--- config.mk ---
export PLATFORM = sky130hd
export DESIGN_NAME = fmvs_top
export DESIGN_NICKNAME = d
export VERILOG_FILES = /design/src/rtl/fmvs_pkg.sv /design/src/rtl/fmvs_top.sv /design/src/rtl/fmvs_strap_latch.sv /design/src/rtl/fmvs_axil_slave.sv
export SDC_FILE = /design/constraint.sdc
export NUM_CORES = 1
export LEC_CHECK = 0
export ABC_AREA = 1
export BUFFER_PORTS_ARGS = -buffer_cell sky130_fd_sc_hd__buf_2
export CORE_MARGIN = 5
export CORE_UTILIZATION = 51
export DETAILED_ROUTE_END_ITERATION = 6
export GPL_ROUTABILITY_DRIVEN = 0
export PLACE_DENSITY_LB_ADDON = 0.1
export SLEW_MARGIN = 0
export SYNTH_ARGS = -nofsm -noshare
export SYNTH_HDL_FRONTEND = slang
export SYNTH_SLANG_ARGS = --single-unit
--- constraint.sdc ---
create_clock -name aclk -period 2.8 [get_ports aclk]
set_clock_uncertainty 0.05 [all_clocks]
set_input_delay 0.14 -clock aclk [delete_from_list [all_inputs] [get_ports aclk]]
set_output_delay 0.14 -clock aclk [all_outputs]
set_load 0.1 [all_outputs]
--- src/rtl/fmvs_pkg.sv ---
// package for the media-valid strap block: register map, field positions, reset values
// assumes an axi4-lite register bus with 32-bit data, one register per aligned word
package fmvs_pkg;
   // tape drive register is word index 3F3h, its byte address four times that; the rest are local words
   localparam logic [11:0] FMVS_TDR_INDEX = 12'h3F3;
   localparam logic [13:0] FMVS_TDR_ADDR = {FMVS_TDR_INDEX, 2'b00};
   localparam logic [13:0] FMVS_CTRL_ADDR = 14'h0000;
   localparam logic [13:0] FMVS_FUNC_ADDR = 14'h0004;
   localparam logic [13:0] FMVS_STAT_ADDR = 14'h0008;
   localparam int FMVS_ADDR_W = 14;
   // tape drive register fields
   localparam int FMVS_TDR_VALID_BIT = 5;
   localparam int FMVS_TDR_MEDIA_LO = 6;
   localparam int FMVS_TDR_MEDIA_HI = 7;
   // function configuration register field
   localparam int FMVS_FUNC_RATE_BIT = 0;
   // control register fields: drive select and media id bits
   localparam int FMVS_CTRL_DRV_BIT = 0;
   localparam int FMVS_CTRL_MID_LO = 8;
   localparam int FMVS_CTRL_MID_HI = 11;
   // status register fields
   localparam int FMVS_STAT_TRACK_BIT = 0;
   localparam int FMVS_STAT_STRAP_LO = 1;
   localparam int FMVS_STAT_STRAP_HI = 2;
   // reset values
   localparam logic [1:0] FMVS_STRAP_RST = 2'h3;
   localparam logic FMVS_FUNC_RST = 1'b0;
   localparam logic FMVS_DRV_RST = 1'b0;
   localparam logic [3:0] FMVS_MID_RST = 4'h0;
   // axi response codes
   localparam logic [1:0] FMVS_RESP_OKAY = 2'h0;
   localparam logic [1:0] FMVS_RESP_SLVERR = 2'h2;
endpackage : fmvs_pkg

--- src/rtl/fmvs_top.sv ---
// media-valid strap block: captures two strap pins at reset and reports media-id validity
// in bit 5 of the tape drive register for the accessed drive; registers over axi4-lite
// assumes straps and track-zero are synchronous to aclk; drive select comes from software
//
// Implementation choice: the AXI4-Lite slave port.
`timescale 1ns/100ps
module fmvs_top (
   input wire logic aclk,
   input wire logic aresetn,
   input wire logic [1:0] media_valid_strap,
   input wire logic track_zero_in,
   input wire logic [fmvs_pkg::FMVS_ADDR_W-1:0] s_axi_awaddr,
   input wire logic s_axi_awvalid,
   output logic s_axi_awready,
   input wire logic [31:0] s_axi_wdata,
   input wire logic [3:0] s_axi_wstrb,
   input wire logic s_axi_wvalid,
   output logic s_axi_wready,
   output logic [1:0] s_axi_bresp,
   output logic s_axi_bvalid,
   input wire logic s_axi_bready,
   input wire logic [fmvs_pkg::FMVS_ADDR_W-1:0] s_axi_araddr,
   input wire logic s_axi_arvalid,
   output logic s_axi_arready,
   output logic [31:0] s_axi_rdata,
   output logic [1:0] s_axi_rresp,
   output logic s_axi_rvalid,
   input wire logic s_axi_rready,
   output logic drive_rate_select,
   output logic media_valid_n
);
   import fmvs_pkg::*;
   typedef struct packed {
      logic start_done;
      logic func_rate;
      logic drive_sel;
      logic [3:0] media_id;
      logic track_zero;
      logic rate_out;
      logic valid_n_out;
   } fmvs_top_state_t;
   fmvs_top_state_t state, next_state;
   logic [1:0] strap_q;
   logic wr_stb, wr_err, rd_err;
   logic [FMVS_ADDR_W-1:0] wr_addr, rd_addr;
   logic [31:0] wr_data, rd_data;
   logic [3:0] wr_strb;
   logic [7:0] tdr_byte;
   logic valid_bit;

   ////////////////////////////////////////////////////////////////////////////
   // strap capture per drive
   for (genvar i = 0; i < 2; i++) begin : g_strap
      fmvs_strap_latch u_latch (
         .aclk(aclk),
         .aresetn(aresetn),
         .strap_in(media_valid_strap[i]),
         .strap_q(strap_q[i])
      );
   end

   ////////////////////////////////////////////////////////////////////////////
   // bus front end
   fmvs_axil_slave #(.ADDR_W(FMVS_ADDR_W)) u_axi (
      .aclk(aclk),
      .aresetn(aresetn),
      .s_axi_awaddr(s_axi_awaddr),
      .s_axi_awvalid(s_axi_awvalid),
      .s_axi_awready(s_axi_awready),
      .s_axi_wdata(s_axi_wdata),
      .s_axi_wstrb(s_axi_wstrb),
      .s_axi_wvalid(s_axi_wvalid),
      .s_axi_wready(s_axi_wready),
      .s_axi_bresp(s_axi_bresp),
      .s_axi_bvalid(s_axi_bvalid),
      .s_axi_bready(s_axi_bready),
      .s_axi_araddr(s_axi_araddr),
      .s_axi_arvalid(s_axi_arvalid),
      .s_axi_arready(s_axi_arready),
      .s_axi_rdata(s_axi_rdata),
      .s_axi_rresp(s_axi_rresp),
      .s_axi_rvalid(s_axi_rvalid),
      .s_axi_rready(s_axi_rready),
      .wr_stb(wr_stb),
      .wr_addr(wr_addr),
      .wr_data(wr_data),
      .wr_strb(wr_strb),
      .wr_err(wr_err),
      .rd_stb(),
      .rd_addr(rd_addr),
      .rd_data(rd_data),
      .rd_err(rd_err)
   );

   ////////////////////////////////////////////////////////////////////////////
   // validity bit follows the strap of the accessed drive (low = valid)
   assign valid_bit = strap_q[state.drive_sel];
   // tape drive byte: media id of the accessed drive in 7:6, validity in 5
   always_comb begin
      tdr_byte = 8'h00;
      tdr_byte[FMVS_TDR_MEDIA_HI:FMVS_TDR_MEDIA_LO] =
         state.drive_sel ? state.media_id[3:2] : state.media_id[1:0];
      // rate mode strips meaning from the straps, report invalid
      tdr_byte[FMVS_TDR_VALID_BIT] = state.func_rate ? 1'b1 : valid_bit;
   end

   ////////////////////////////////////////////////////////////////////////////
   // read decode; unmapped addresses answer slverr with zero data
   always_comb begin
      rd_data = 32'h0000_0000;
      rd_err = 1'b0;
      if (rd_addr == FMVS_TDR_ADDR) begin
         rd_data[7:0] = tdr_byte;
      end else if (rd_addr == FMVS_CTRL_ADDR) begin
         rd_data[FMVS_CTRL_DRV_BIT] = state.drive_sel;
         rd_data[FMVS_CTRL_MID_HI:FMVS_CTRL_MID_LO] = state.media_id;
      end else if (rd_addr == FMVS_FUNC_ADDR) begin
         rd_data[FMVS_FUNC_RATE_BIT] = state.func_rate;
      end else if (rd_addr == FMVS_STAT_ADDR) begin
         rd_data[FMVS_STAT_TRACK_BIT] = state.track_zero;
         rd_data[FMVS_STAT_STRAP_HI:FMVS_STAT_STRAP_LO] = strap_q;
      end else begin
         rd_err = 1'b1;
      end
   end

   // write decode; tape drive and status are read-only, writes there are ignored
   always_comb begin
      wr_err = 1'b0;
      if (wr_addr == FMVS_TDR_ADDR) begin
         wr_err = 1'b0;
      end else if (wr_addr == FMVS_CTRL_ADDR) begin
         wr_err = 1'b0;
      end else if (wr_addr == FMVS_FUNC_ADDR) begin
         wr_err = 1'b0;
      end else if (wr_addr == FMVS_STAT_ADDR) begin
         wr_err = 1'b0;
      end else begin
         wr_err = 1'b1;
      end
   end

   ////////////////////////////////////////////////////////////////////////////
   // register state; the function config bit loads from the frozen drive-0 strap
   // one cycle after release, because reset itself may only load constants
   always_comb begin
      next_state = state;
      // track-zero from the selected drive, kept as a status level
      next_state.track_zero = track_zero_in;
      if (!state.start_done) begin
         // drive-0 strap level loads the rate select bit
         next_state.func_rate = strap_q[0];
         next_state.start_done = 1'b1;
      end else if (wr_stb && wr_strb[0] && wr_addr == FMVS_FUNC_ADDR) begin
         next_state.func_rate = wr_data[FMVS_FUNC_RATE_BIT];
      end
      if (wr_stb && wr_addr == FMVS_CTRL_ADDR) begin
         if (wr_strb[0]) begin
            next_state.drive_sel = wr_data[FMVS_CTRL_DRV_BIT];
         end
         if (wr_strb[1]) begin
            next_state.media_id = wr_data[FMVS_CTRL_MID_HI:FMVS_CTRL_MID_LO];
         end
      end
      next_state.rate_out = next_state.func_rate;
      next_state.valid_n_out = next_state.func_rate ? 1'b1 : strap_q[next_state.drive_sel];
      if (!aresetn) begin
         next_state.start_done = 1'b0;
         next_state.func_rate = FMVS_FUNC_RST;
         next_state.drive_sel = FMVS_DRV_RST;
         next_state.media_id = FMVS_MID_RST;
         next_state.track_zero = 1'b0;
         next_state.rate_out = FMVS_FUNC_RST;
         next_state.valid_n_out = 1'b1;
      end
   end
   always_ff @(posedge aclk) begin
      state <= next_state;
   end

   // outputs straight from flip-flops
   assign drive_rate_select = state.rate_out;
   assign media_valid_n = state.valid_n_out;
endmodule : fmvs_top

--- src/rtl/fmvs_strap_latch.sv ---
// one strap capture cell: follows the pin while reset is held, freezes on release
// assumes the pin is synchronous to aclk and stable around the release of reset
`timescale 1ns/100ps
module fmvs_strap_latch (
   input wire logic aclk,
   input wire logic aresetn,
   input wire logic strap_in,
   output logic strap_q
);
   import fmvs_pkg::*;
   typedef struct packed {
      logic level;
   } fmvs_latch_state_t;
   fmvs_latch_state_t state, next_state;
   ////////////////////////////////////////////////////////////////////////////
   // sample during reset, hold afterwards; reset samples a pin, so it is a clocked copy not a constant
   always_comb begin
      next_state = state;
      if (!aresetn) begin
         next_state.level = strap_in;
      end
   end
   always_ff @(posedge aclk) begin
      state <= next_state;
   end
   assign strap_q = state.level;
endmodule : fmvs_strap_latch

--- src/rtl/fmvs_axil_slave.sv ---
// axi4-lite slave front end: accepts one write and one read, hands them on as strobes
// assumes the register file answers reads combinationally from its own flip-flops
`timescale 1ns/100ps
module fmvs_axil_slave #(
   parameter int ADDR_W = fmvs_pkg::FMVS_ADDR_W
) (
   input wire logic aclk,
   input wire logic aresetn,
   input wire logic [ADDR_W-1:0] s_axi_awaddr,
   input wire logic s_axi_awvalid,
   output logic s_axi_awready,
   input wire logic [31:0] s_axi_wdata,
   input wire logic [3:0] s_axi_wstrb,
   input wire logic s_axi_wvalid,
   output logic s_axi_wready,
   output logic [1:0] s_axi_bresp,
   output logic s_axi_bvalid,
   input wire logic s_axi_bready,
   input wire logic [ADDR_W-1:0] s_axi_araddr,
   input wire logic s_axi_arvalid,
   output logic s_axi_arready,
   output logic [31:0] s_axi_rdata,
   output logic [1:0] s_axi_rresp,
   output logic s_axi_rvalid,
   input wire logic s_axi_rready,
   output logic wr_stb,
   output logic [ADDR_W-1:0] wr_addr,
   output logic [31:0] wr_data,
   output logic [3:0] wr_strb,
   input wire logic wr_err,
   output logic rd_stb,
   output logic [ADDR_W-1:0] rd_addr,
   input wire logic [31:0] rd_data,
   input wire logic rd_err
);
   import fmvs_pkg::*;
   typedef struct packed {
      logic aw_held;
      logic w_held;
      logic [ADDR_W-1:0] awaddr;
      logic [31:0] wdata;
      logic [3:0] wstrb;
      logic bvalid;
      logic [1:0] bresp;
      logic rvalid;
      logic [31:0] rdata;
      logic [1:0] rresp;
      logic aw_ready;
      logic w_ready;
      logic ar_ready;
   } fmvs_axi_state_t;
   fmvs_axi_state_t state, next_state;
   logic aw_take, w_take, ar_take, do_write;

   // the decode compares whole byte addresses; a narrower bus would alias registers
   if (ADDR_W < FMVS_ADDR_W) begin : g_addr_check
      $error("address too narrow for the register map");
   end
   ////////////////////////////////////////////////////////////////////////////
   // address and data taken in either order; held until the write strobe, not taken again until the response is gone
   assign s_axi_awready = state.aw_ready;
   assign s_axi_wready = state.w_ready;
   assign s_axi_arready = state.ar_ready;
   assign aw_take = s_axi_awvalid && s_axi_awready;
   assign w_take = s_axi_wvalid && s_axi_wready;
   assign ar_take = s_axi_arvalid && s_axi_arready;
   assign do_write = (state.aw_held || aw_take) && (state.w_held || w_take);
   assign wr_stb = do_write;
   assign wr_addr = state.aw_held ? state.awaddr : s_axi_awaddr;
   assign wr_data = state.w_held ? state.wdata : s_axi_wdata;
   assign wr_strb = state.w_held ? state.wstrb : s_axi_wstrb;
   assign rd_stb = ar_take;
   assign rd_addr = s_axi_araddr;
   assign s_axi_bvalid = state.bvalid;
   assign s_axi_bresp = state.bresp;
   assign s_axi_rvalid = state.rvalid;
   assign s_axi_rdata = state.rdata;
   assign s_axi_rresp = state.rresp;
   ////////////////////////////////////////////////////////////////////////////
   // channel bookkeeping
   always_comb begin
      next_state = state;
      if (aw_take) begin
         next_state.aw_held = 1'b1;
         next_state.awaddr = s_axi_awaddr;
      end
      if (w_take) begin
         next_state.w_held = 1'b1;
         next_state.wdata = s_axi_wdata;
         next_state.wstrb = s_axi_wstrb;
      end
      if (do_write) begin
         next_state.aw_held = 1'b0;
         next_state.w_held = 1'b0;
         next_state.bvalid = 1'b1;
         next_state.bresp = wr_err ? FMVS_RESP_SLVERR : FMVS_RESP_OKAY;
      end else if (state.bvalid && s_axi_bready) begin
         next_state.bvalid = 1'b0;
      end
      if (ar_take) begin
         next_state.rvalid = 1'b1;
         next_state.rdata = rd_data;
         next_state.rresp = rd_err ? FMVS_RESP_SLVERR : FMVS_RESP_OKAY;
      end else if (state.rvalid && s_axi_rready) begin
         next_state.rvalid = 1'b0;
      end
      if (!aresetn) begin
         next_state = '0;
      end
      // readies are flops so the bus sees no gate path; they follow the next held and bvalid/rvalid flags
      next_state.aw_ready = !next_state.aw_held && !next_state.bvalid;
      next_state.w_ready = !next_state.w_held && !next_state.bvalid;
      next_state.ar_ready = !next_state.rvalid;
   end
   always_ff @(posedge aclk) begin
      state <= next_state;
   end
endmodule : fmvs_axil_slave

==> results.md <==
- CTS H-tree lvls: 2
- Worst setup SP type: flop
- Net Sw Frac: 0.392
- Ys async rst share: 0
- Max-cap violation count: 0
- Clk root buf: clkbuf_8
- Clk_lat worst skew: 300 ps
- Cell count after synthesis: 378
- DRC: 0
- Filler cells: 508
- Antenna Nets Post-Route: 0
- Max IR drop VDD: 356 uV
- WP data required: 2950 ps
- CP Capture Type: flop
- NetSw: 0.000710 W
- Synth Flop Type: dfxtp_1
- Crit-path slowest cell: dfxtp_1
- Number of synthesis warnings: 0
- Syn avg cell area: 7.05 um^2
- Via density per instance: 4.64
- Leading cell types by count after synthesis: 80 x nand2_1, 56 x nor2_1, 49 x dfxtp_1
- Final setup viols: 0
- Crit path largest cell delay: 610 ps
- Number of flops mapped to enable cells by yosys: 2
- Crit path top cell by count: nand2_1
- Final #Nets: 503
- Status: finished, final reports clean
- TritonRoute pass-1 iters: 4
- Initial Utilization: 0.522
- Total Routing Usage GR: 0.171
- CTS tree: yes
- 1st-iter DRT viols: 141
- Post-CTS setup buffers: 0
- Fin crit period: 1970 ps
- Worst hold path type: in -> reg
- Register area share after synthesis: 0.391
- Most common cell in the netlist: nand2_1
- Die H: 82.3 um
- Reg2reg end: media_valid_n
- RSZ-0062 raised after global routing: no
- Post-route setup TNS: 0 ps
- Die width: 82.3 um
- Crit path capture: media_valid_n
- Rows: 26
- Critical-path cell list: inv_2 > nand2_1 > nand2_1 > nor2_4 > nand2_2 > nor2_4 > nand3_1 > nand2_1 > nand2_1 > nand2_1 > nand2_1 > inv_1 > nand2_1
- Core Region: 0.00511 mm^2
- PD cells: 609 mW/mm^2
- Largest net degree at the start of global routing: 29
- CP startpoint: u_axi.state[92]
- Layout Utilization: 0.582
- DR WL/cell: 11.0 um
- Area grow syn2layout: 11.5%
- Drt total wl: 5510 um
- Post-synthesis cell type count: 31
- Dpl hpwl: 4200 um
- Stages on worst setup path: 13
- FF+latch count, synth: 51
- Pint: 0.00110 W
- Vias in the first global route: 2138
- Via count: 2322
- Combinational power share: 0.299
- Cell area after layout: 0.00297 mm^2
- Layout cells sized above 1: 0.219
- Diodes inserted: 0
- Sequential share of power: 0.457
- First-pass GRT wire length: 9170 um
- Critical path type: reg -> reg
- P_leak: 1.43 nW
- CTS Buffer Depth: 2
- Cell taking the most area after synthesis: dfxtp_1
- Post-synth top area share: 0.368
- Boundary Pins: 117
- Die ar.: 0.00677 mm^2
- Bufs and invs on worst path: 2
- R2r setup slk: 830 ps
- Area occupied by multi-input gates: 0.00125 mm^2
- CP Data Arrival Time: 2120 ps
- Worst-path clk slew: 100 ps
- Min Hold Slack: 39.9 ps
- Actual slew at the worst max-slew pin: 560 ps
- Cell area after placement: 0.00284 mm^2
- Peak Freq: 508 MHz
- Cts repair resizes: 0
- Initial antenna violation count: 0
- Port Buf Inserts: 63
- Num CTS Buffers: 5
- # clock sinks: 51
- Cell depth of the worst flop-to-flop path: 13
- Max-slew violations: 0
- Period utilization: 0.703
- Synth Cell Area: 0.00267 mm^2
- Slew Limit Headroom: 0.625
- FF-to-FF Start: u_axi.state[92]
- Delay-heaviest family, CP: simple AND/OR/NAND/NOR gates
- GRT overflow: 0
- Clock power share: 0.243
- Register Area: 0.00104 mm^2
- Area contributors post-synth: dfxtp_1 37%, nand2_1 11%, buf_4 10%
- CP max FO: 13
- Final hold violations: 0
how the worst min path moves through the flow:
stage                     slack, ps                    endpoint  cells past startpoint            startpoint
after floorplan                 120                    state[9]                      0               aresetn
after CTS                        30             u_axi.state[54]                      3        s_axi_wdata[9]
after detailed placement        270  g_strap[0].u_latch.strap_q                      1  media_valid_strap[0]
after global placement          270  g_strap[1].u_latch.strap_q                      1  media_valid_strap[1]
final                            40             u_axi.state[56]                      3       s_axi_wdata[11]
after global routing             20             u_axi.state[56]                      3       s_axi_wdata[11]
worst min-delay path: stages:
cell	delay (ps)
buf_2	90
inv_1	60
a21oi_1	60
routing by layer:
layer	up-vias	share of wire	global-route usage
li1	1243	-	-
met1	1001	0.48	0.226
met2	76	0.44	0.281
met3	2	0.078	0.0358
met4	0	0.0042	0.0449
met5	-	0	0
state kept, by name, indices dropped and copies added, names as in the netlist:
name                     flops
drive_rate_select            1
g_strap.u_latch.strap_q      2
media_valid_n                1
state                        7
u_axi.s_axi_arready          1
u_axi.s_axi_awready          1
u_axi.s_axi_bresp            1
u_axi.s_axi_bvalid           1
u_axi.s_axi_rdata           10
u_axi.s_axi_rresp            1
u_axi.s_axi_rvalid           1
u_axi.s_axi_wready           1
u_axi.state                 23
through the flow:
stage	setup WS (ps)	total power, W	std cells
5_1_grt	594	0.00192	500
4_1_cts	822	0.00183	500
3_5_place_dp	841	0.00138	489
2_1_floorplan	607	0.00132	401
6_report	832	0.00181	500
3_3_place_gp	850	0.00138	489
layout make-up:
type,instances,share of cell area
inverters,37,0.0468
flip-flops and latches,51,0.350
multi-input cells,267,0.421
clock inverters,2,0.00548
well taps,70,0.0295
repair buffers,67,0.119
clock buffers,6,0.0278
what timing repair did:
action	CTS	global route
hold buffers	3	0
endpoints found under the hold margin	3	0
setup endpoints to repair	0	0
layout by cell type (no fill, tap or decap), drive strengths merged, types with 7 or more instances in the layout:
master / n
a21oi: 22
buf: 64
conb: 24
dfxtp: 49
inv: 35
nand2: 88
nand3: 18
nand4: 7
nor2: 62
o21ai: 29
power groups by stage:
stage	clock network, W	logic [W]	registers [W]
floorplan	0	0.000412	0.000911
global placement	0	0.000535	0.000842
detailed placement	0	0.000539	0.000844
CTS	0.000458	0.000544	0.000828
global route	0.000490	0.000590	0.000836
finish	0.000440	0.000541	0.000827
logic make-up (layout without fill, tap and decap cells):
| kind of cell | count (synthesis) | in the layout | synth area share |
|---|---|---|---|
| DFF | 51 | 51 | 0.391 |
| AOI/OAI and AO/OA | 58 | 58 | 0.115 |
| and+or+nand+nor | 185 | 185 | 0.321 |
| other | 1 | 24 | 0.00141 |
| buffers and inverters | 83 | 112 | 0.172 |
(Power assumes the default switching activity.)
